File: src/rtl/ilgss_pkg.sv
// ilgss_pkg: register map, field layout and constants for the input level gain switch scaler
// assumes: a 32-bit AXI4-Lite register bus and one sample clock
package ilgss_pkg;
   localparam int unsigned ADDR_W        = 12;
   // the scale register offset is not a multiple of four, so offsets are indices
   localparam int unsigned IDX_GAIN_SCALE = 'h92;
   localparam int unsigned IDX_CTRL       = 'h90;
   localparam int unsigned IDX_DWELL      = 'h91;
   localparam int unsigned IDX_STATUS     = 'h93;
   localparam int unsigned IDX_THR_BASE   = 'hA0;
   localparam int unsigned NUM_DET        = 4;
   localparam int unsigned MANT_W         = 14;
   localparam int unsigned EXP_W          = 3;
   localparam int unsigned SCALE_W        = 5;
   localparam int unsigned OUT_W          = 24;
   localparam int unsigned DWELL_W        = 16;
   localparam int unsigned DELAY_W        = 3;
   // scale register fields
   localparam int unsigned QUIET_LSB      = 5;
   localparam int unsigned LOUD_LSB       = 0;
   // control register fields
   localparam int unsigned CTRL_EXPONENT_INVERT    = 0;
   localparam int unsigned CTRL_WEIGHT    = 1;
   localparam int unsigned CTRL_DELAY_LSB = 4;
   localparam int unsigned CTRL_PORT      = 8;
   localparam int unsigned CTRL_SRC_LSB   = 16;
   localparam int unsigned CTRL_TMUX      = 24;
   localparam int unsigned THR_LOW_LSB    = 16;
   localparam logic [9:0]  GAIN_RESET     = 10'h000;
   localparam logic [1:0]  RESP_OKAY      = 2'h0;
   localparam logic [1:0]  RESP_SLVERR    = 2'h2;
   localparam logic [4:0]  EXP_BIAS       = 5'h07;
endpackage

File: src/rtl/ilgss_top.sv
// ilgss_top: level detect, gain switch and input scaling for two ADC ports
// assumes: ADC pins are in another domain; AXI4-Lite master on i_sys_clk
//
// Functional notes
// - upper and lower thresholds per detector
// - above upper asserts the indicator
// - below lower starts dwell count
// - back above lower resets the count
// - count terminal drops the indicator
// - four independent detectors and indicators
// - each detector selects any input source
// - detection uses raw wideband samples
// - quiet scale bits 9:5, loud 4:0
// - scale switch delayed up to seven clocks
// - mantissa, exponent, qualifier sampled per port
// - exponent scaled before resampling filter
// - inverted shift is (7-exp+scale) mod 32
// - plain mode shifts right by exponent, twice the exponent with weight set
// - invert shifts up as exponent grows
// - offset shifts down, wraps modulo 32
//
// Register access over AXI4-Lite was decided locally.
`timescale 1ns/100ps
`default_nettype none
module ilgss_top #(
   parameter int unsigned DWELL_W = ilgss_pkg::DWELL_W
) (
   input  wire logic                          i_sys_clk,       // 25 MHz clock
   input  wire logic                          i_nrst,          // async reset, low
   input  wire logic [ilgss_pkg::MANT_W-1:0]  i_port_a_mant,   // port a mantissa
   input  wire logic [ilgss_pkg::EXP_W-1:0]   i_port_a_exp,    // port a exponent_input
   input  wire logic                          i_port_a_qual,   // port a sample_qualifier
   input  wire logic [ilgss_pkg::MANT_W-1:0]  i_port_b_mant,   // port b mantissa
   input  wire logic [ilgss_pkg::EXP_W-1:0]   i_port_b_exp,    // port b exponent_input
   input  wire logic                          i_port_b_qual,   // port b sample_qualifier
   output logic                               o_port_a_indicator_first,  // detector 0
   output logic                               o_port_a_indicator_second, // detector 1
   output logic                               o_port_b_indicator_first,  // detector 2
   output logic                               o_port_b_indicator_second, // detector 3
   output logic [ilgss_pkg::OUT_W-1:0]        o_port_a_scaled, // port a to filter
   output logic [ilgss_pkg::OUT_W-1:0]        o_port_b_scaled, // port b to filter
   input  wire logic [ilgss_pkg::ADDR_W-1:0]  s_axi_awaddr,    // write address
   input  wire logic                          s_axi_awvalid,   // write address valid
   output logic                               s_axi_awready,   // write address ready
   input  wire logic [31:0]                   s_axi_wdata,     // write data
   input  wire logic [3:0]                    s_axi_wstrb,     // write strobes
   input  wire logic                          s_axi_wvalid,    // write data valid
   output logic                               s_axi_wready,    // write data ready
   output logic [1:0]                         s_axi_bresp,     // write response
   output logic                               s_axi_bvalid,    // write response valid
   input  wire logic                          s_axi_bready,    // write response ready
   input  wire logic [ilgss_pkg::ADDR_W-1:0]  s_axi_araddr,    // read address
   input  wire logic                          s_axi_arvalid,   // read address valid
   output logic                               s_axi_arready,   // read address ready
   output logic [31:0]                        s_axi_rdata,     // read data
   output logic [1:0]                         s_axi_rresp,     // read response
   output logic                               s_axi_rvalid,    // read data valid
   input  wire logic                          s_axi_rready     // read data ready
);
   localparam int unsigned MW = ilgss_pkg::MANT_W;
   localparam int unsigned ND = ilgss_pkg::NUM_DET;

   function automatic logic [MW-1:0] mag_of(input logic [MW-1:0] v);
      mag_of = v[MW-1] ? MW'(~v + MW'(1)) : v;
   endfunction

   function automatic logic [9:0] word_idx(input logic [ilgss_pkg::ADDR_W-1:0] a);
      word_idx = a[11:2];
   endfunction

   // two-stage synchronisers for the pin inputs
   logic [MW+3:0] sync_a1, sync_a2, sync_b1, sync_b2;

   always_ff @(posedge i_sys_clk or negedge i_nrst)
   begin
      if (!i_nrst)
      begin
         sync_a1 <= '0;
         sync_a2 <= '0;
         sync_b1 <= '0;
         sync_b2 <= '0;
      end
      else
      begin
         sync_a1 <= {i_port_a_qual, i_port_a_exp, i_port_a_mant};
         sync_a2 <= sync_a1;
         sync_b1 <= {i_port_b_qual, i_port_b_exp, i_port_b_mant};
         sync_b2 <= sync_b1;
      end
   end

   // registers
   logic [9:0]         gain_scale;
   logic [31:0]        ctrl;
   logic [DWELL_W-1:0] dwell;
   logic [31:0]        thr [ND];

   // time-multiplexed phase per port toggles on each qualified sample
   logic phase_a, phase_b;
   always_ff @(posedge i_sys_clk or negedge i_nrst)
   begin
      if (!i_nrst)
      begin
         phase_a <= 1'b0;
         phase_b <= 1'b0;
      end
      else
      begin
         if (sync_a2[MW+3])
            phase_a <= ~phase_a;
         if (sync_b2[MW+3])
            phase_b <= ~phase_b;
      end
   end

   // detectors look at raw mantissa magnitude
   logic [MW-1:0] mag_a, mag_b;
   assign mag_a = mag_of(sync_a2[MW-1:0]);
   assign mag_b = mag_of(sync_b2[MW-1:0]);

   logic [ND-1:0] det_active;
   logic [ND-1:0] det_counting;

   genvar g;
   generate
      for (g = 0; g < ND; g++)
      begin : gen_det
         logic [1:0]    src;
         logic          valid;
         logic [MW-1:0] mag;
         assign src = ctrl[ilgss_pkg::CTRL_SRC_LSB + 2*g +: 2];
         // source select, two or four inputs
         always_comb
         begin
            mag   = src[1] ? mag_b : mag_a;
            valid = src[1] ? sync_b2[MW+3] : sync_a2[MW+3];
            if (ctrl[ilgss_pkg::CTRL_TMUX])
               valid = valid && ((src[1] ? phase_b : phase_a) == src[0]);
         end
         ilgss_level_det #(
            .MAG_W   (MW),
            .DWELL_W (DWELL_W)
         ) u_det (
            .i_sys_clk   (i_sys_clk),
            .i_nrst      (i_nrst),
            .i_mag       (mag),
            .i_valid     (valid),
            .i_thr_upper (thr[g][MW-1:0]),
            .i_thr_lower (thr[g][ilgss_pkg::THR_LOW_LSB +: MW]),
            .i_dwell     (dwell),
            .o_active    (det_active[g]),
            .o_counting  (det_counting[g])
         );
      end
   endgenerate

   always_ff @(posedge i_sys_clk or negedge i_nrst)
   begin
      if (!i_nrst)
      begin
         o_port_a_indicator_first  <= 1'b0;
         o_port_a_indicator_second <= 1'b0;
         o_port_b_indicator_first  <= 1'b0;
         o_port_b_indicator_second <= 1'b0;
      end
      else
      begin
         o_port_a_indicator_first  <= det_active[0];
         o_port_a_indicator_second <= det_active[1];
         o_port_b_indicator_first  <= det_active[2];
         o_port_b_indicator_second <= det_active[3];
      end
   end

   logic [7:0] hist_a, hist_b;
   logic [2:0] delay;
   logic       loud_a, loud_b;
   assign delay = ctrl[ilgss_pkg::CTRL_DELAY_LSB +: ilgss_pkg::DELAY_W];
   always_ff @(posedge i_sys_clk or negedge i_nrst)
   begin
      if (!i_nrst)
      begin
         hist_a <= '0;
         hist_b <= '0;
      end
      else
      begin
         hist_a <= {hist_a[6:0], det_active[0]};
         hist_b <= {hist_b[6:0], det_active[2]};
      end
   end
   assign loud_a = hist_a[delay];
   assign loud_b = hist_b[delay];

   logic [4:0] scale_a, scale_b;
   assign scale_a = loud_a ? gain_scale[ilgss_pkg::LOUD_LSB +: 5] : gain_scale[ilgss_pkg::QUIET_LSB +: 5];
   assign scale_b = loud_b ? gain_scale[ilgss_pkg::LOUD_LSB +: 5] : gain_scale[ilgss_pkg::QUIET_LSB +: 5];

   // scale ahead of the resampling filter
   ilgss_scaler u_scale_a (
      .i_sys_clk (i_sys_clk),
      .i_nrst    (i_nrst),
      .i_mant    (sync_a2[MW-1:0]),
      .i_exp     (sync_a2[MW +: 3]),
      .i_scale   (scale_a),
      .i_invert  (ctrl[ilgss_pkg::CTRL_EXPONENT_INVERT]),
      .i_weight  (ctrl[ilgss_pkg::CTRL_WEIGHT]),
      .o_data    (o_port_a_scaled)
   );
   ilgss_scaler u_scale_b (
      .i_sys_clk (i_sys_clk),
      .i_nrst    (i_nrst),
      .i_mant    (sync_b2[MW-1:0]),
      .i_exp     (sync_b2[MW +: 3]),
      .i_scale   (scale_b),
      .i_invert  (ctrl[ilgss_pkg::CTRL_EXPONENT_INVERT]),
      .i_weight  (ctrl[ilgss_pkg::CTRL_WEIGHT]),
      .o_data    (o_port_b_scaled)
   );

   // AXI4-Lite write side: address and data taken in either order
   logic       aw_held, w_held;
   logic [9:0] aw_idx;
   logic [31:0] w_data;
   logic [3:0]  w_strb;
   logic        do_write;
   assign do_write = aw_held && w_held && !s_axi_bvalid;

   always_ff @(posedge i_sys_clk or negedge i_nrst)
   begin
      if (!i_nrst)
      begin
         aw_held       <= 1'b0;
         w_held        <= 1'b0;
         aw_idx        <= '0;
         w_data        <= '0;
         w_strb        <= '0;
         s_axi_awready <= 1'b0;
         s_axi_wready  <= 1'b0;
         s_axi_bvalid  <= 1'b0;
         s_axi_bresp   <= ilgss_pkg::RESP_OKAY;
      end
      else
      begin
         s_axi_awready <= !aw_held && !s_axi_awready && s_axi_awvalid;
         s_axi_wready  <= !w_held && !s_axi_wready && s_axi_wvalid;
         if (s_axi_awvalid && s_axi_awready)
         begin
            aw_held <= 1'b1;
            aw_idx  <= word_idx(s_axi_awaddr);
         end
         if (s_axi_wvalid && s_axi_wready)
         begin
            w_held <= 1'b1;
            w_data <= s_axi_wdata;
            w_strb <= s_axi_wstrb;
         end
         if (do_write)
         begin
            aw_held      <= 1'b0;
            w_held       <= 1'b0;
            s_axi_bvalid <= 1'b1;
            s_axi_bresp  <= (aw_idx == 10'(ilgss_pkg::IDX_GAIN_SCALE) || aw_idx == 10'(ilgss_pkg::IDX_CTRL) ||
                             aw_idx == 10'(ilgss_pkg::IDX_DWELL) ||
                             (aw_idx >= 10'(ilgss_pkg::IDX_THR_BASE) && aw_idx < 10'(ilgss_pkg::IDX_THR_BASE + ND)))
                            ? ilgss_pkg::RESP_OKAY : ilgss_pkg::RESP_SLVERR;
         end
         else if (s_axi_bvalid && s_axi_bready)
            s_axi_bvalid <= 1'b0;
      end
   end

   function automatic logic [31:0] merge(input logic [31:0] old, input logic [31:0] nw, input logic [3:0] st);
      for (int i = 0; i < 4; i++)
         merge[8*i +: 8] = st[i] ? nw[8*i +: 8] : old[8*i +: 8];
   endfunction

   always_ff @(posedge i_sys_clk or negedge i_nrst)
   begin
      if (!i_nrst)
      begin
         gain_scale <= ilgss_pkg::GAIN_RESET;
         ctrl       <= '0;
         dwell      <= '0;
         for (int i = 0; i < ND; i++)
            thr[i] <= '0;
      end
      else if (do_write)
      begin
         if (aw_idx == 10'(ilgss_pkg::IDX_GAIN_SCALE))
            gain_scale <= 10'(merge({22'h0, gain_scale}, w_data, w_strb));
         if (aw_idx == 10'(ilgss_pkg::IDX_CTRL))
            ctrl <= merge(ctrl, w_data, w_strb);
         if (aw_idx == 10'(ilgss_pkg::IDX_DWELL))
            dwell <= DWELL_W'(merge(32'(dwell), w_data, w_strb));
         for (int i = 0; i < ND; i++)
            if (aw_idx == 10'(ilgss_pkg::IDX_THR_BASE + i))
               thr[i] <= merge(thr[i], w_data, w_strb);
      end
   end

   // AXI4-Lite read side, one cycle after address accept
   always_ff @(posedge i_sys_clk or negedge i_nrst)
   begin
      if (!i_nrst)
      begin
         s_axi_arready <= 1'b0;
         s_axi_rvalid  <= 1'b0;
         s_axi_rdata   <= '0;
         s_axi_rresp   <= ilgss_pkg::RESP_OKAY;
      end
      else
      begin
         s_axi_arready <= !s_axi_arready && !s_axi_rvalid && s_axi_arvalid;
         if (s_axi_arvalid && s_axi_arready)
         begin
            s_axi_rvalid <= 1'b1;
            s_axi_rresp  <= ilgss_pkg::RESP_OKAY;
            s_axi_rdata  <= '0;
            case (word_idx(s_axi_araddr))
               10'(ilgss_pkg::IDX_GAIN_SCALE): s_axi_rdata <= {22'h0, gain_scale};
               10'(ilgss_pkg::IDX_CTRL):       s_axi_rdata <= ctrl;
               10'(ilgss_pkg::IDX_DWELL):      s_axi_rdata <= 32'(dwell);
               10'(ilgss_pkg::IDX_STATUS):     s_axi_rdata <= {24'h0, det_counting, det_active};
               10'(ilgss_pkg::IDX_THR_BASE):   s_axi_rdata <= thr[0];
               10'(ilgss_pkg::IDX_THR_BASE+1): s_axi_rdata <= thr[1];
               10'(ilgss_pkg::IDX_THR_BASE+2): s_axi_rdata <= thr[2];
               10'(ilgss_pkg::IDX_THR_BASE+3): s_axi_rdata <= thr[3];
               default:                        s_axi_rresp <= ilgss_pkg::RESP_SLVERR;
            endcase
         end
         else if (s_axi_rvalid && s_axi_rready)
            s_axi_rvalid <= 1'b0;
      end
   end

   // loud field used while indicator delayed active
   AST_LOUD_SEL: assert property (@(posedge i_sys_clk) disable iff (!i_nrst)
      loud_a |-> scale_a == gain_scale[4:0])
      else $error("loud scale not selected");
   // zero delay follows detector one cycle later
   AST_DELAY0: assert property (@(posedge i_sys_clk) disable iff (!i_nrst)
      (delay == 3'h0) |-> loud_a == $past(det_active[0]))
      else $error("delay alignment wrong");
   // indicator follows detector one cycle later
   AST_IND_PIN: assert property (@(posedge i_sys_clk) disable iff (!i_nrst)
      ##1 o_port_b_indicator_second == $past(det_active[3]))
      else $error("indicator pin not registered");
endmodule
`default_nettype wire

File: src/rtl/ilgss_level_det.sv
// ilgss_level_det: one threshold detector with dwell hysteresis
// assumes: magnitudes come from the same clock domain
`timescale 1ns/100ps
`default_nettype none
module ilgss_level_det #(
   parameter int unsigned MAG_W   = 14,
   parameter int unsigned DWELL_W = 16
) (
   input  wire logic               i_sys_clk,    // sample clock
   input  wire logic               i_nrst,       // async reset, low
   input  wire logic [MAG_W-1:0]   i_mag,        // sample magnitude
   input  wire logic               i_valid,      // sample qualifier
   input  wire logic [MAG_W-1:0]   i_thr_upper,  // upper threshold
   input  wire logic [MAG_W-1:0]   i_thr_lower,  // lower threshold
   input  wire logic [DWELL_W-1:0] i_dwell,      // dwell count
   output logic                    o_active,     // level indicator
   output logic                    o_counting    // dwell running
);
   logic [DWELL_W-1:0] count;
   logic               above_upper;
   logic               below_lower;

   assign above_upper = i_valid && (i_mag > i_thr_upper);
   assign below_lower = i_mag < i_thr_lower;

   always_ff @(posedge i_sys_clk or negedge i_nrst)
   begin
      if (!i_nrst)
      begin
         o_active   <= 1'b0;
         o_counting <= 1'b0;
         count      <= '0;
      end
      else if (above_upper)
      begin
         o_active   <= 1'b1;
         o_counting <= 1'b0;
      end
      else if (o_active && i_valid)
      begin
         if (!below_lower)
         begin
            o_counting <= 1'b0;
         end
         else if (!o_counting)
         begin
            o_counting <= 1'b1;
            count      <= i_dwell;
            if (i_dwell == '0)
            begin
               o_active   <= 1'b0;
               o_counting <= 1'b0;
            end
         end
         else if (count <= DWELL_W'(1))
         begin
            o_active   <= 1'b0;
            o_counting <= 1'b0;
            count      <= '0;
         end
         else
         begin
            count <= count - DWELL_W'(1);
         end
      end
   end

   AST_ASSERT_ON_UPPER: assert property (@(posedge i_sys_clk) disable iff (!i_nrst)
      above_upper |=> o_active)
      else $error("indicator not set after upper crossing");
   AST_RESTART: assert property (@(posedge i_sys_clk) disable iff (!i_nrst)
      (o_active && i_valid && !below_lower && !above_upper) |=> !o_counting && o_active)
      else $error("dwell not restarted");
   // release only from counting or zero dwell
   AST_RELEASE: assert property (@(posedge i_sys_clk) disable iff (!i_nrst)
      $fell(o_active) |-> $past(below_lower))
      else $error("indicator dropped without low level");
endmodule
`default_nettype wire

File: src/rtl/ilgss_scaler.sv
// ilgss_scaler: exponent based shift of one mantissa
// assumes: scale already selected by the caller
`timescale 1ns/100ps
`default_nettype none
module ilgss_scaler (
   input  wire logic                          i_sys_clk,  // sample clock
   input  wire logic                          i_nrst,     // async reset, low
   input  wire logic [ilgss_pkg::MANT_W-1:0]  i_mant,     // mantissa
   input  wire logic [ilgss_pkg::EXP_W-1:0]   i_exp,      // exponent
   input  wire logic [ilgss_pkg::SCALE_W-1:0] i_scale,    // selected scale
   input  wire logic                          i_invert,   // exponent invert
   input  wire logic                          i_weight,   // exponent weight
   output logic [ilgss_pkg::OUT_W-1:0]        o_data      // scaled sample
);
   logic [ilgss_pkg::SCALE_W-1:0] shift;
   logic [ilgss_pkg::OUT_W-1:0]   wide;

   always_comb
   begin
      // inverted: 7 - exp + scale, mod 32
      if (i_invert)
         shift = ilgss_pkg::EXP_BIAS - {2'h0, i_exp} + i_scale;
      // plain: right shift grows with exp
      else
         shift = {2'h0, i_exp} + (i_weight ? {2'h0, i_exp} : 5'h00) + i_scale;
      wide = {i_mant, {(ilgss_pkg::OUT_W-ilgss_pkg::MANT_W){1'b0}}};
   end

   always_ff @(posedge i_sys_clk or negedge i_nrst)
   begin
      if (!i_nrst)
         o_data <= '0;
      else
         o_data <= $signed(wide) >>> shift;
   end

   AST_INVERT_DIR: assert property (@(posedge i_sys_clk) disable iff (!i_nrst)
      (i_invert && i_exp == 3'h7 && i_scale == 5'h00) |-> shift == 5'h00)
      else $error("invert direction wrong");
   AST_WRAP: assert property (@(posedge i_sys_clk) disable iff (!i_nrst)
      (i_invert && i_exp == 3'h5 && i_scale == 5'h1E) |-> shift == 5'h00)
      else $error("offset wrap wrong");
endmodule
`default_nettype wire

File: config.mk
export PLATFORM = sky130hd
export DESIGN_NAME = ilgss_top
export DESIGN_NICKNAME = d
export VERILOG_FILES = /design/src/rtl/ilgss_pkg.sv /design/src/rtl/ilgss_top.sv /design/src/rtl/ilgss_level_det.sv /design/src/rtl/ilgss_scaler.sv
export SDC_FILE = /design/constraint.sdc
export NUM_CORES = 1
export LEC_CHECK = 0
export BUFFER_PORTS_ARGS = -buffer_cell sky130_fd_sc_hd__buf_4
export CAP_MARGIN = 20
export CORE_UTILIZATION = 40
export CTS_CLUSTER_SIZE = 20
export DETAILED_ROUTE_END_ITERATION = 6
export PLACE_DENSITY = 0.65
export SLEW_MARGIN = 20
export SYNTH_ARGS = -nofsm -noshare
export SYNTH_HDL_FRONTEND = slang
export SYNTH_SLANG_ARGS = --single-unit
File: constraint.sdc
create_clock -name i_sys_clk -period 12.25 [get_ports i_sys_clk]
set_clock_uncertainty 0.2 [all_clocks]
set_input_delay 0 -clock i_sys_clk [delete_from_list [all_inputs] [get_ports i_sys_clk]]
set_output_delay 0 -clock i_sys_clk [all_outputs]
set_load 0.05 [all_outputs]
# Word level (Yosys, flattened, before mapping)
# Index checks and enable logic that the tools add are counted.
[totals]
elab_cells = 300
reg_bits = 489
out_inout_bits = 93
[op_classes]
bitwise = 8
magnitude_cmp = 15
eq_ne = 23
n_addsub = 14
shifts = 2
reduce_logical = 86
muxes = 89
[op_table]
columns = ["operator", "n"]
rows = [
  ["case mux 32 bit (8 select lines)", 1],
  ["== test 10 x 8 -> 1 bit, second input constant", 15],
  ["2-to-1 mux 16 bit", 8],
  ["2-to-1 mux 14 bit", 6],
  ["AND reduction 3 bit", 28],
  ["<= comparator 16 x 1 -> 1 bit, second input constant", 4],
  ["2-to-1 mux 1 bit", 64],
  ["subtractor 16 x 1 -> 16 bit, second input constant", 4],
  ["> comparator 14 bit", 4],
  ["< comparator 14 bit", 4],
  [">>> shifter 24 x 5 -> 24 bit", 2],
  ["adder 14 x 1 -> 14 bit, second input constant", 2],
  ["NOT 14 bit", 2],
  ["logical AND 1 bit", 26],
  ["nonzero test 2 bit", 12],
  ["adder 5 bit", 4],
  ["2-to-1 mux 5 bit", 4],
  ["logical NOT 16 bit", 1],
  ["AND reduction 4 bit", 4],
  ["inequality test 3 bit, second input constant", 4],
  ["nonzero test 3 bit", 4],
  ["adder 3 x 5 -> 5 bit", 2],
  ["greater-or-equal comparator 10 x 8 -> 1 bit, second input constant", 1],
  ["< comparator 10 x 8 -> 1 bit, second input constant", 1],
  ["10 further kinds", 30],
]

# Logic depth before layout (Yosys ltp)
# Gate-level depths: netlist (run 1).
[logic_depth]
depth_word = 8
mapped_depth = 17
ltp_nobuf = 15

# Cells and area by module
# A second synthesis (run 1) with hierarchy kept.
[unflattened]
hier_cells = 2548
area_unflattened_um2 = 27716.6
[by_module_without_submodules]
columns = ["module", "seq_area_each_um2", "instances", "area_each_um2", "cells_each"]
rows = [
  ["ilgss_top", 9133.8, 1, 15815.2, 1153],
  ["ilgss_level_det (gen_det[0].u_det ...)", 450.4, 3, 1959.4, 248],
  ["ilgss_scaler", 600.6, 2, 2033.2, 204],
  ["ilgss_level_det (gen_det[1].u_det)", 450.4, 1, 1956.9, 243],
]

# Worst setup path after synthesis (run 1)
# No wires, ideal clock.
[synth_timing]
kind = "flip-flop to flip-flop"
startpoint = "reg sync_a2[5]"
endpoint = "reg gen_det[1].u_det.count[15]"
required_time_ns = 11.929
path_stages_with_launch = 16
arrival_time_ns = 4.383
path_slack_ns = 7.546
n_path_buf = 1
synth_period_minus_slack_ns = 4.704
cell_sequence = "dfrtp_1 -> or4_1 -> nor4_1 -> nand2b_1 -> nor2_1 -> or4b_2 -> o21ai_0 -> ha_1 -> and4_1 -> o211ai_1 -> o21ba_2 -> a2111o_1 -> a211oi_1 -> clkbuf_1 -> o21ai_0 -> a22o_1"
[synth_via]
elab_chain_len = 8
word_cells_on_any_way = 9
classes_between = "1 x add/sub; 2 x order compare; 2 x mux; 2 x bitwise; 2 x reduce/logical"
[synth_lines]
columns = ["element", "line", "text"]
rows = [
  ["start: declaration", "ilgss_top.sv:72", "logic [MW+3:0] sync_a1, sync_a2, sync_b1, sync_b2;"],
  ["start signal: assignment", "ilgss_top.sv:86", "sync_a2 <= sync_a1;"],
  ["NOT 14 bit", "ilgss_top.sv:64", "mag_of = v[MW-1] ? MW'(~v + MW'(1)) : v;"],
  ["adder 14 x 1 -> 14 bit", "ilgss_top.sv:64", ""],
  ["2-to-1 mux 14 bit (*)", "ilgss_top.sv:64", ""],
  ["2-to-1 mux 14 bit (*)", "ilgss_top.sv:135", "mag = src[1] ? mag_b : mag_a;"],
  ["> comparator 14 bit", "ilgss_level_det.sv:23", "assign above_upper = i_valid && (i_mag > i_thr_upper);"],
  ["logical AND 1 bit", "ilgss_level_det.sv:23", ""],
  ["NOT 1 bit (no source line)", "--", ""],
  ["AND reduction 3 bit (no source line) (*)", "--", ""],
  ["end signal: assignment", "ilgss_level_det.sv:48", "count <= i_dwell;"],
  ["end signal: assignment", "ilgss_level_det.sv:63", "count <= count - DWELL_W'(1);"],
  ["end: declaration", "ilgss_level_det.sv:19", "logic [DWELL_W-1:0] count;"],
]
# Mark *: on every way between the ends. The rest lies on a longest branch, timed or not.
# A chain may end at the register's enable or synchronous reset.

# Worst setup path in the final report (run 1)
[layout_timing]
startpoint = "reg sync_a2[5]"
endpoint = "reg gen_det[2].u_det.count[11]"
[layout_via]
elab_chain_len = 8
word_cells_on_any_way = 9
classes_between = "1 x add/sub; 2 x order compare; 2 x mux; 2 x bitwise; 2 x reduce/logical"
[layout_lines]
columns = ["element", "line"]
rows = [
  ["NOT 14 bit", "ilgss_top.sv:64"],
  ["adder 14 x 1 -> 14 bit", "ilgss_top.sv:64"],
  ["2-to-1 mux 14 bit (*)", "ilgss_top.sv:64"],
  ["2-to-1 mux 14 bit (*)", "ilgss_top.sv:135"],
  ["> comparator 14 bit", "ilgss_level_det.sv:23"],
  ["logical AND 1 bit", "ilgss_level_det.sv:23"],
  ["NOT 1 bit (no source line)", "--"],
  ["AND reduction 3 bit (no source line) (*)", "--"],
  ["end signal: assignment", "ilgss_level_det.sv:48"],
  ["end signal: assignment", "ilgss_level_det.sv:63"],
  ["end: declaration", "ilgss_level_det.sv:19"],
]
# Marks and branches as above.

==> impl_summary.txt, run 1 <==
----------------------------------------------------
[Status]
  Status ... finished, final reports clean

[Global routing]
  Global-route wire length before repair ... 128 mm
  Total congestion overflow after global routing ... 0
  Vias in the first global route ... ~22000
  GR Util All Layers ... 24.8%
  Number of antenna violations at the first check in global routing ... 3
  Largest net degree at the start of global routing ... 112

[Synthesis]
  Main flop type after synthesis ... sky130_fd_sc_hd__dfrtp_1
  Post-synth EDFFs ... 0
  Commonest cells in the synthesized netlist ... sky130_fd_sc_hd__dfrtp_1, sky130_fd_sc_hd__o21ai_0, sky130_fd_sc_hd__nand2_1, sky130_fd_sc_hd__nor2_1, sky130_fd_sc_hd__inv_1
  Syn_area_per_cell ... between 9 and 10 µm²
  Cell types occupying the most area after synthesis ... sky130_fd_sc_hd__dfrtp_1, sky130_fd_sc_hd__ha_1, sky130_fd_sc_hd__mux2_2, sky130_fd_sc_hd__o21ai_0, sky130_fd_sc_hd__nand2_1
  Combined area of all synthesized cells ... 0.0259 mm²
  Gate count after technology mapping ... 2641
  Ys Warns ... 0
  Flip-flop and latch count after synthesis ... 485
  Share of the synthesized area in the top cell type ... between 40 and 50%
  Cell taking the most area after synthesis ... sky130_fd_sc_hd__dfrtp_1
  Distinct cell type count of the synthesized netlist ... 86
  Count leader, synth ... sky130_fd_sc_hd__dfrtp_1
  FFs w/ async S/R, synth ... 100%
  Post-synthesis sequential area ratio ... roughly 47%

[Floorplanning]
  Count of boundary I/O pins ... 196
  Die X-Extent ... 256 µm
  Standard-cell row count ... 92
  Die H ... 256 µm
  Core box area ... ~0.064 mm²
  Effective utilization at floorplan ... 40.7%
  Total Die Area ... 0.0657 mm²

[Timing]
  Time the worst path needs with I/O delays and setup ... 5.80 ns
  Maximum frequency from static timing analysis ... about 0.17 GHz
  Setup TNS ... 0 ns
  Ratio of final minimum period to clock period ... between 40 and 50%
  Endpoints failing setup ... 0
  Worst slew pin tran ... 1.09 ns
  Slew headroom ... 27.0%
  Pins over their slew limit ... 0
  Final hold violation count ... 0
  RSZ-0062 raised after global routing ... no

[Place]
  Detailed placer's ending HPWL ... 58.6 mm
  Routability cong. ... 0.941
  Port bufs ... approximately 190

[Worst setup path]
  Setup slack on the worst flop-to-flop path ... 6.45 ns
  Launching element type of the critical path ... flip-flop
  Endpoint of the worst-slack reg-to-reg timing path ... gen_det[2].u_det.count[11]
  Req. time, crit path ... about 13 ns
  Worst Setup End Kind ... flip-flop
  Critical path class ... flip-flop to flip-flop
  Data arrival time of the critical path ... 6.08 ns
  Startpoint of the worst-slack reg-to-reg timing path ... sync_a2[5]
  Depth of the worst register-to-register path ... 15
  Worst-path fanout max ... 32

[Pwr]
  Switching power as a share of total power ... 32.3%
  Flop pwr share ... 42.4%
  LEAKAGE ... 14.5 nW
  Internal cell power ... 3.20 mW
  Clk network pwr share ... about a third
  Power density cells ... between 100 and 150 mW/mm²
  Total power after layout ... 4.73 mW
  Switching power ... 1.53 mW
  Peak supply drop ... 0.101 mV
  Part of the total power dissipated in combinational logic ... 22.9%

[Clock tree]
  Clock tree from TritonCTS ... built
  Clock latency on the worst-skew pair ... between 0.6 and 0.7 ns
  Post CTS Setup Buffer Count ... 0
  Number of clock buffers inserted by TritonCTS ... 54
  Post-CTS Resized ... 0
  Clock-pin slew on the worst setup and hold paths ... 0.06 ns
  Sinks on Clock Net ... just under 500
  Total of hold buffers inserted after clock tree synthesis ... about 220
  # H-tree levels ... 2
  Clock root buffer master ... sky130_fd_sc_hd__clkbuf_16
  Maximum buffer depth of the clock tree ... 3

[Detailed routing]
  Wirelength per Cell ... 21.0 µm
  Initial drt markers ... 2308
  Total vias in the final route ... 22389
  Average via count per standard cell ... 5.71
  Final antenna-violating net count ... 0
  Post-route DRC violation count ... 0
  Number of optimization iterations in the first detailed-route pass ... 7
  Final WL ... 82.3 mm

[Min path]
  Cell depth of the worst min-delay path ... 3
  Kind of path behind the tightest hold check ... input port to flip-flop
  Hold Crit Start ... s_axi_wdata[9]
  Hold path endpoint ... w_data[9]

[Run]
  Max-cap violation count ... 0

[Cells and area]
  Share of layout cells above drive strength 1 ... 16.2%
  Signed area change from the synthesized netlist to the final layout ... 24.8%
  Filler cell count in the final layout ... ~5700
  Final standard cell utilization of the core ... about half
  Final net count ... 3271

----------------------------------------------------
routing by layer:
layer | up-vias | global-route usage (%) | part of all wire [%]
li1 | 10224 | - | -
met1 | 11068 | 33.2 | 42
met2 | 918 | 40.3 | 47
met3 | 179 | 3.59 | 7.2
met4 | 0 | 10.2 | 3.9
met5 | - | 0 | 0
cell type report:
type | count | area [µm²] | area share, %
multi-input cells | 1864 | 12700 | 39.3
flip-flops and latches | 485 | 12100 | 37.6
repair buffers | 450 | 3970 | 12.3
clock buffers | 76 | 1600 | 4.95
well taps | 846 | 1060 | 3.28
inverters | 173 | 649 | 2.01
clock inverters | 24 | 199 | 0.616
diodes | 2 | 5.00 | 0.0155
per-stage QoR:
stage | worst slack [ns] | area (µm²) | hold WS [ns] | instances
after floorplan | 7.55 | 25900 | -0.496 | 2642
after global placement | 6.80 | 28200 | -0.0902 | 3593
after detailed placement | 6.67 | 28200 | -0.0893 | 3593
after CTS | 6.67 | 32300 | 0.00652 | 3917
after global routing | 6.19 | 32300 | 0.0214 | 3919
final | 6.45 | 32300 | 0.0244 | 3920
critical path: stages (launching register included):
cell                        delay [ns]
sky130_fd_sc_hd__dfrtp_1          0.45
sky130_fd_sc_hd__or4_1            0.61
sky130_fd_sc_hd__nor4_1           0.29
sky130_fd_sc_hd__nand2b_1         0.15
sky130_fd_sc_hd__o31ai_1          0.32
sky130_fd_sc_hd__xnor2_1          0.38
sky130_fd_sc_hd__nor2_1           0.09
sky130_fd_sc_hd__a21oi_1          0.25
sky130_fd_sc_hd__ha_1             0.31
sky130_fd_sc_hd__a21oi_1          0.15
sky130_fd_sc_hd__nand2_1          0.07
sky130_fd_sc_hd__a2111oi_0        0.85
sky130_fd_sc_hd__o211ai_1         0.51
sky130_fd_sc_hd__or2_2            0.64
sky130_fd_sc_hd__o21ai_0          0.25
sky130_fd_sc_hd__o21ai_0          0.12
flip-flops by register name, indices dropped and copies added (netlist names), 16 cells and up:
| name | cells |
|---|---|
| thr | 128 |
| gen_det.u_det.count | 64 |
| ctrl | 32 |
| s_axi_rdata | 32 |
| w_data | 32 |
| u_scale_a.o_data | 24 |
| u_scale_b.o_data | 24 |
| sync_a1 | 18 |
| sync_a2 | 18 |
| sync_b1 | 18 |
| sync_b2 | 18 |
| dwell | 16 |
cell usage in the layout, fill, tap and decap left out, types with 10 or more instances in the layout:
cell / count
sky130_fd_sc_hd__a211oi_1: 13
sky130_fd_sc_hd__xnor2_1: 17
sky130_fd_sc_hd__a221oi_1: 10
sky130_fd_sc_hd__o31ai_1: 11
sky130_fd_sc_hd__clkbuf_16: 57
sky130_fd_sc_hd__nor3b_1: 13
sky130_fd_sc_hd__inv_1: 171
sky130_fd_sc_hd__mux4_2: 10
sky130_fd_sc_hd__or3_1: 12
sky130_fd_sc_hd__dfrtp_1: 485
sky130_fd_sc_hd__clkinv_2: 13
sky130_fd_sc_hd__a22oi_1: 60
sky130_fd_sc_hd__a22o_1: 15
sky130_fd_sc_hd__nand3_1: 33
sky130_fd_sc_hd__mux2i_1: 91
sky130_fd_sc_hd__a32oi_1: 11
sky130_fd_sc_hd__and2_1: 11
sky130_fd_sc_hd__nor2_1: 199
sky130_fd_sc_hd__ha_1: 136
sky130_fd_sc_hd__nand2_1: 275
sky130_fd_sc_hd__a31oi_1: 32
sky130_fd_sc_hd__nor2b_1: 11
sky130_fd_sc_hd__mux2_2: 143
sky130_fd_sc_hd__nand4_1: 17
sky130_fd_sc_hd__dlygate4sd3_1: 223
sky130_fd_sc_hd__a21oi_1: 168
sky130_fd_sc_hd__nor4_1: 16
sky130_fd_sc_hd__nor3_1: 32
sky130_fd_sc_hd__buf_4: 224
sky130_fd_sc_hd__xor2_1: 19
sky130_fd_sc_hd__o21ai_0: 278
sky130_fd_sc_hd__nand2b_1: 18
sky130_fd_sc_hd__a21o_1: 43
sky130_fd_sc_hd__o21ai_1: 13
sky130_fd_sc_hd__o211ai_1: 10
sky130_fd_sc_hd__clkbuf_8: 10
sky130_fd_sc_hd__a222oi_1: 10
worst max-delay path by stage:
stage,start,to,slack [ns],cells after the start
floorplan,sync_a2[5],gen_det[1].u_det.count[15],7.55,15
global placement,sync_b2[0],gen_det[2].u_det.count[0],6.80,15
detailed placement,sync_b2[0],gen_det[2].u_det.count[11],6.67,15
CTS,sync_b2[0],gen_det[2].u_det.count[11],6.67,15
global route,sync_a2[5],gen_det[2].u_det.count[11],6.19,15
finish,sync_a2[5],gen_det[2].u_det.count[11],6.45,15
logic make-up (layout without fill, tap and decap cells):
family                     after synthesis  in the layout  synth area share [%]
adders and majority gates              140            140                  6.88
xor gates and xnor gates                36             36                  1.22
AOI/OAI and AO/OA                      751            751                  17.7
muxes                                  253            253                  11.0
and+or+nand+nor                        682            682                  11.9
buffers and inverters                  293            723                  4.35
other                                    1              4                0.0145
DFF                                    485            485                  46.9
power by group through the flow:
stage                     clock, mW  combinational, mW  sequential [mW]
after floorplan                   0              0.534             2.03
after global placement            0              0.878             2.01
after detailed placement          0              0.912             2.02
after CTS                      1.67               1.07             2.00
after global routing           1.74               1.18             2.03
final                          1.64               1.09             2.01
Power figures use the tool's default switching activity.
==> run 2, diff against run 1 <==
--- a/config.mk
+++ b/config.mk
@@ -10,7 +10,7 @@
 export CORE_UTILIZATION = 40
 export CTS_CLUSTER_SIZE = 20
 export DETAILED_ROUTE_END_ITERATION = 6
-export PLACE_DENSITY = 0.65
+export PLACE_DENSITY = 0.67
 export SLEW_MARGIN = 20
 export SYNTH_ARGS = -nofsm -noshare
 export SYNTH_HDL_FRONTEND = slang
==> constraint.sdc (replaced) <==
create_clock -name i_sys_clk -period 5.2 [get_ports i_sys_clk]
set_clock_uncertainty 0.2 [all_clocks]
set_input_delay 0 -clock i_sys_clk [delete_from_list [all_inputs] [get_ports i_sys_clk]]
set_output_delay 0 -clock i_sys_clk [all_outputs]
set_load 0.05 [all_outputs]
==> impl_summary.txt, run 2 (synthesis gave the netlist of run 1 again) <==
----------------------------------------------------
[Global routing]
  Largest net degree at the start of global routing ... 169 (was 112)
  Number of antenna violations at the first check in global routing ... 4 (was 3)
  GR Util All Layers ... 24.7% (was 24.8%)
  Vias in the first global route ... 22045 (was 22267)
  Total congestion overflow after global routing ... 0 (unchanged)
  Global-route wire length before repair ... 128 mm (about the same)

[Run]
  Max-cap violation count ... 0 (unchanged)

[Cells and area]
  Share of layout cells above drive strength 1 ... 17.3% (was 16.2%)
  Number of flip-flops under the largest register name ... 128 (unchanged)
  Final net count ... 3264 (was 3271)
  Commonest non-fill, non-tap cell in the layout ... sky130_fd_sc_hd__dfrtp_1 (unchanged)
  Area of all placed cells without fillers ... 0.0325 mm² (was 0.0323 mm²)
  Filler cell count in the final layout ... 5660 (was 5658)
  Leading registers by flop count ... thr (128), gen_det.u_det.count (64) (unchanged)
  Most frequent cells in the layout ... sky130_fd_sc_hd__dfrtp_1, sky130_fd_sc_hd__o21ai_0, sky130_fd_sc_hd__nand2_1, sky130_fd_sc_hd__buf_4, sky130_fd_sc_hd__nor2_1 (was sky130_fd_sc_hd__dfrtp_1, sky130_fd_sc_hd__o21ai_0, sky130_fd_sc_hd__nand2_1, sky130_fd_sc_hd__buf_4, sky130_fd_sc_hd__dlygate4sd3_1)
  Signed area change from the synthesized netlist to the final layout ... 25.7% (was 24.8%)
  Most flops, register ... thr (unchanged)

[Worst setup path]
  Launching element type of the critical path ... flip-flop (unchanged)
  Req. time, crit path ... 5.50 ns (was 12.53 ns)
  Setup slack on the worst flop-to-flop path ... 0.15 ns (was 6.45 ns)
  Data arrival time of the critical path ... 5.35 ns (was 6.08 ns)
  Depth of the worst register-to-register path ... 14 (was 15)
  Worst-path fanout max ... 7 (was 32)
  Endpoint of the worst-slack reg-to-reg timing path ... gen_det[1].u_det.count[9] (was gen_det[2].u_det.count[11])
  Startpoint of the worst-slack reg-to-reg timing path ... sync_a2[6] (was sync_a2[5])
  Worst Setup End Kind ... flip-flop (unchanged)
  Critical path class ... flip-flop to flip-flop (unchanged)

[Floorplanning]
  Effective utilization at floorplan ... 40.7% (unchanged)
  Die X-Extent ... 256 µm (unchanged)
  Count of boundary I/O pins ... 196 (unchanged)
  Core box area ... 0.0635 mm² (unchanged)
  Total Die Area ... 0.0657 mm² (unchanged)
  Die H ... 256 µm (unchanged)
  Standard-cell row count ... 92 (unchanged)

[Timing]
  Worst slew pin tran ... 1.21 ns (was 1.09 ns)
  Final hold violation count ... 0 (unchanged)
  Setup TNS ... 0 ns (unchanged)
  Time the worst path needs with I/O delays and setup ... 5.05 ns (was 5.80 ns)
  Maximum frequency from static timing analysis ... 0.198 GHz (was 0.172 GHz)
  Endpoints failing setup ... 0 (unchanged)
  RSZ-0062 raised after global routing ... no (unchanged)
  Pins over their slew limit ... 0 (unchanged)
  Final setup slack of the worst path ... 0.147 ns (was 6.45 ns)
  Slew headroom ... 17.5% (was 27.0%)
  Ratio of final minimum period to clock period ... 97.2% (was 47.4%)

[Pwr]
  LEAKAGE ... 14.7 nW (was 14.5 nW)
  Switching power ... 3.60 mW (was 1.53 mW)
  Part of the total power dissipated in combinational logic ... 20.6% (was 22.9%)
  Switching power as a share of total power ... 31.1% (was 32.3%)
  Peak supply drop ... 0.240 mV (was 0.101 mV)
  Internal cell power ... 7.97 mW (was 3.20 mW)
  Flop pwr share ... 40.9% (was 42.4%)
  Clk network pwr share ... 38.5% (was 34.7%)
  Power density cells ... 355 mW/mm² (was 146 mW/mm²)

[Min path]
  Hold path endpoint ... aw_held (was w_data[9])
  Cell depth of the worst min-delay path ... 4 (was 3)
  Kind of path behind the tightest hold check ... input port to flip-flop (unchanged)
  Hold Crit Start ... s_axi_awvalid (was s_axi_wdata[9])

[Place]
  Detailed placer's ending HPWL ... 58.7 mm (was 58.6 mm)
  Port bufs ... 189 (unchanged)
  Routability cong. ... 0.946 (was 0.941)
  Total cell area at the placement stage ... 0.0285 mm² (was 0.0282 mm²)
  Worst slack after detailed placement ... 0.215 ns (was 6.67 ns)

[Detailed routing]
  Wirelength per Cell ... 21.0 µm (about the same)
  Post-route DRC violation count ... 0 (unchanged)
  Final antenna-violating net count ... 0 (unchanged)
  Total vias in the final route ... 22200 (was 22389)
  Initial drt markers ... 2136 (was 2308)
  Number of optimization iterations in the first detailed-route pass ... 6 (was 7)
  Average via count per standard cell ... 5.67 (was 5.71)
  Final WL ... 82.4 mm (was 82.3 mm)

[Clock tree]
  Sinks on Clock Net ... 485 (unchanged)
  Maximum buffer depth of the clock tree ... 3 (unchanged)
  Number of clock buffers inserted by TritonCTS ... 54 (unchanged)
  # H-tree levels ... 2 (unchanged)
  Clock latency on the worst-skew pair ... 0.61 ns (was 0.63 ns)
  Clock tree from TritonCTS ... built (unchanged)
  Post CTS Setup Buffer Count ... 0 (unchanged)
  Clock-pin slew on the worst setup and hold paths ... 0.06 ns (about the same)
  Clock root buffer master ... sky130_fd_sc_hd__clkbuf_16 (unchanged)

[Status]
  Status ... finished, final reports clean (unchanged)

----------------------------------------------------
[run 2: cell count changes in the layout (fill, tap and decap cells not counted), sizes merged]
cell,change
buf,+23
bufinv,+12
clkbuf,-8
clkinv,-4
clkinvlp,-1
diode,+1
dlygate4sd3,-30
inv,+2
[run 2: worst max path at each step]
stage | start | to
floorplan | sync_a2[5] | gen_det[1].u_det.count[15]
global placement | sync_a2[6] | gen_det[3].u_det.count[14]
detailed placement | sync_a2[6] | gen_det[2].u_det.count[8]
CTS | sync_a2[6] | gen_det[2].u_det.count[11]
global route | sync_a2[6] | gen_det[1].u_det.count[6]
finish | sync_a2[6] | gen_det[1].u_det.count[9]
[run 2: critical path, stage by stage, from the launching register on]
cell and delay (ns):
sky130_fd_sc_hd__dfrtp_1 0.42, sky130_fd_sc_hd__or4_1 0.61, sky130_fd_sc_hd__nor4_1 0.29, sky130_fd_sc_hd__nand2b_1 0.15, sky130_fd_sc_hd__nor2_1 0.09, sky130_fd_sc_hd__or4b_2 0.70
sky130_fd_sc_hd__o21ai_0 0.34, sky130_fd_sc_hd__ha_1 0.33, sky130_fd_sc_hd__and4_1 0.25, sky130_fd_sc_hd__o211ai_1 0.08, sky130_fd_sc_hd__o21ba_2 0.19, sky130_fd_sc_hd__nor3_1 0.41
sky130_fd_sc_hd__nand3_1 0.36, sky130_fd_sc_hd__a211o_1 0.36, sky130_fd_sc_hd__a22o_1 0.18
[run 2: layer usage]
layer	vias to the layer above	routed length (µm)	track usage (%)
met5	-	0	0
met4	0	2680	9.06
met3	165	5560	4.00
met2	831	38900	40.3
met1	10979	35200	33.1
li1	10225	-	-
[run 2: final cells by class]
class / count / area (µm²) / area share [%]
Multi-Input combinational cell: 1864 / 12700 / 39.1
Sequential cell: 485 / 12100 / 37.3
Timing Repair Buffer: 443 / 3870 / 11.9
Clock buffer: 68 / 1550 / 4.76
Tap cell: 846 / 1060 / 3.25
Inverter: 173 / 649 / 2.00
Clock inverter: 33 / 551 / 1.69
Antenna cell: 3 / 7.51 / 0.0231
[run 2: what timing repair did]
item	CTS	global route
hold buffers	194	0
hold endpoints to repair	607	0
gates resized for setup	0	3
setup endpoints to repair	0	27
[run 2: power by group through the flow]
| stage | Combinational [mW] | Sequential (mW) | Clock [mW] |
|---|---|---|---|
| 5_1_grt | 2.57 | 4.78 | 4.67 |
| 3_5_place_dp | 2.17 | 4.77 | 0 |
| 4_1_cts | 2.35 | 4.70 | 4.52 |
| 2_1_floorplan | 1.26 | 4.78 | 0 |
| 3_3_place_gp | 2.10 | 4.74 | 0 |
| 6_report | 2.38 | 4.73 | 4.45 |
[run 2: stage by stage]
step	total power, mW	util (%)	instances	hold slack (ns)
finish	11.6	51.2	3915	0.0391
global placement	6.85	44.8	3617	-0.256
detailed placement	6.94	44.8	3617	-0.247
floorplan	6.04	-	2642	-0.496
global route	12.0	51.2	3915	0.0432
CTS	11.6	51.2	3912	0.00484
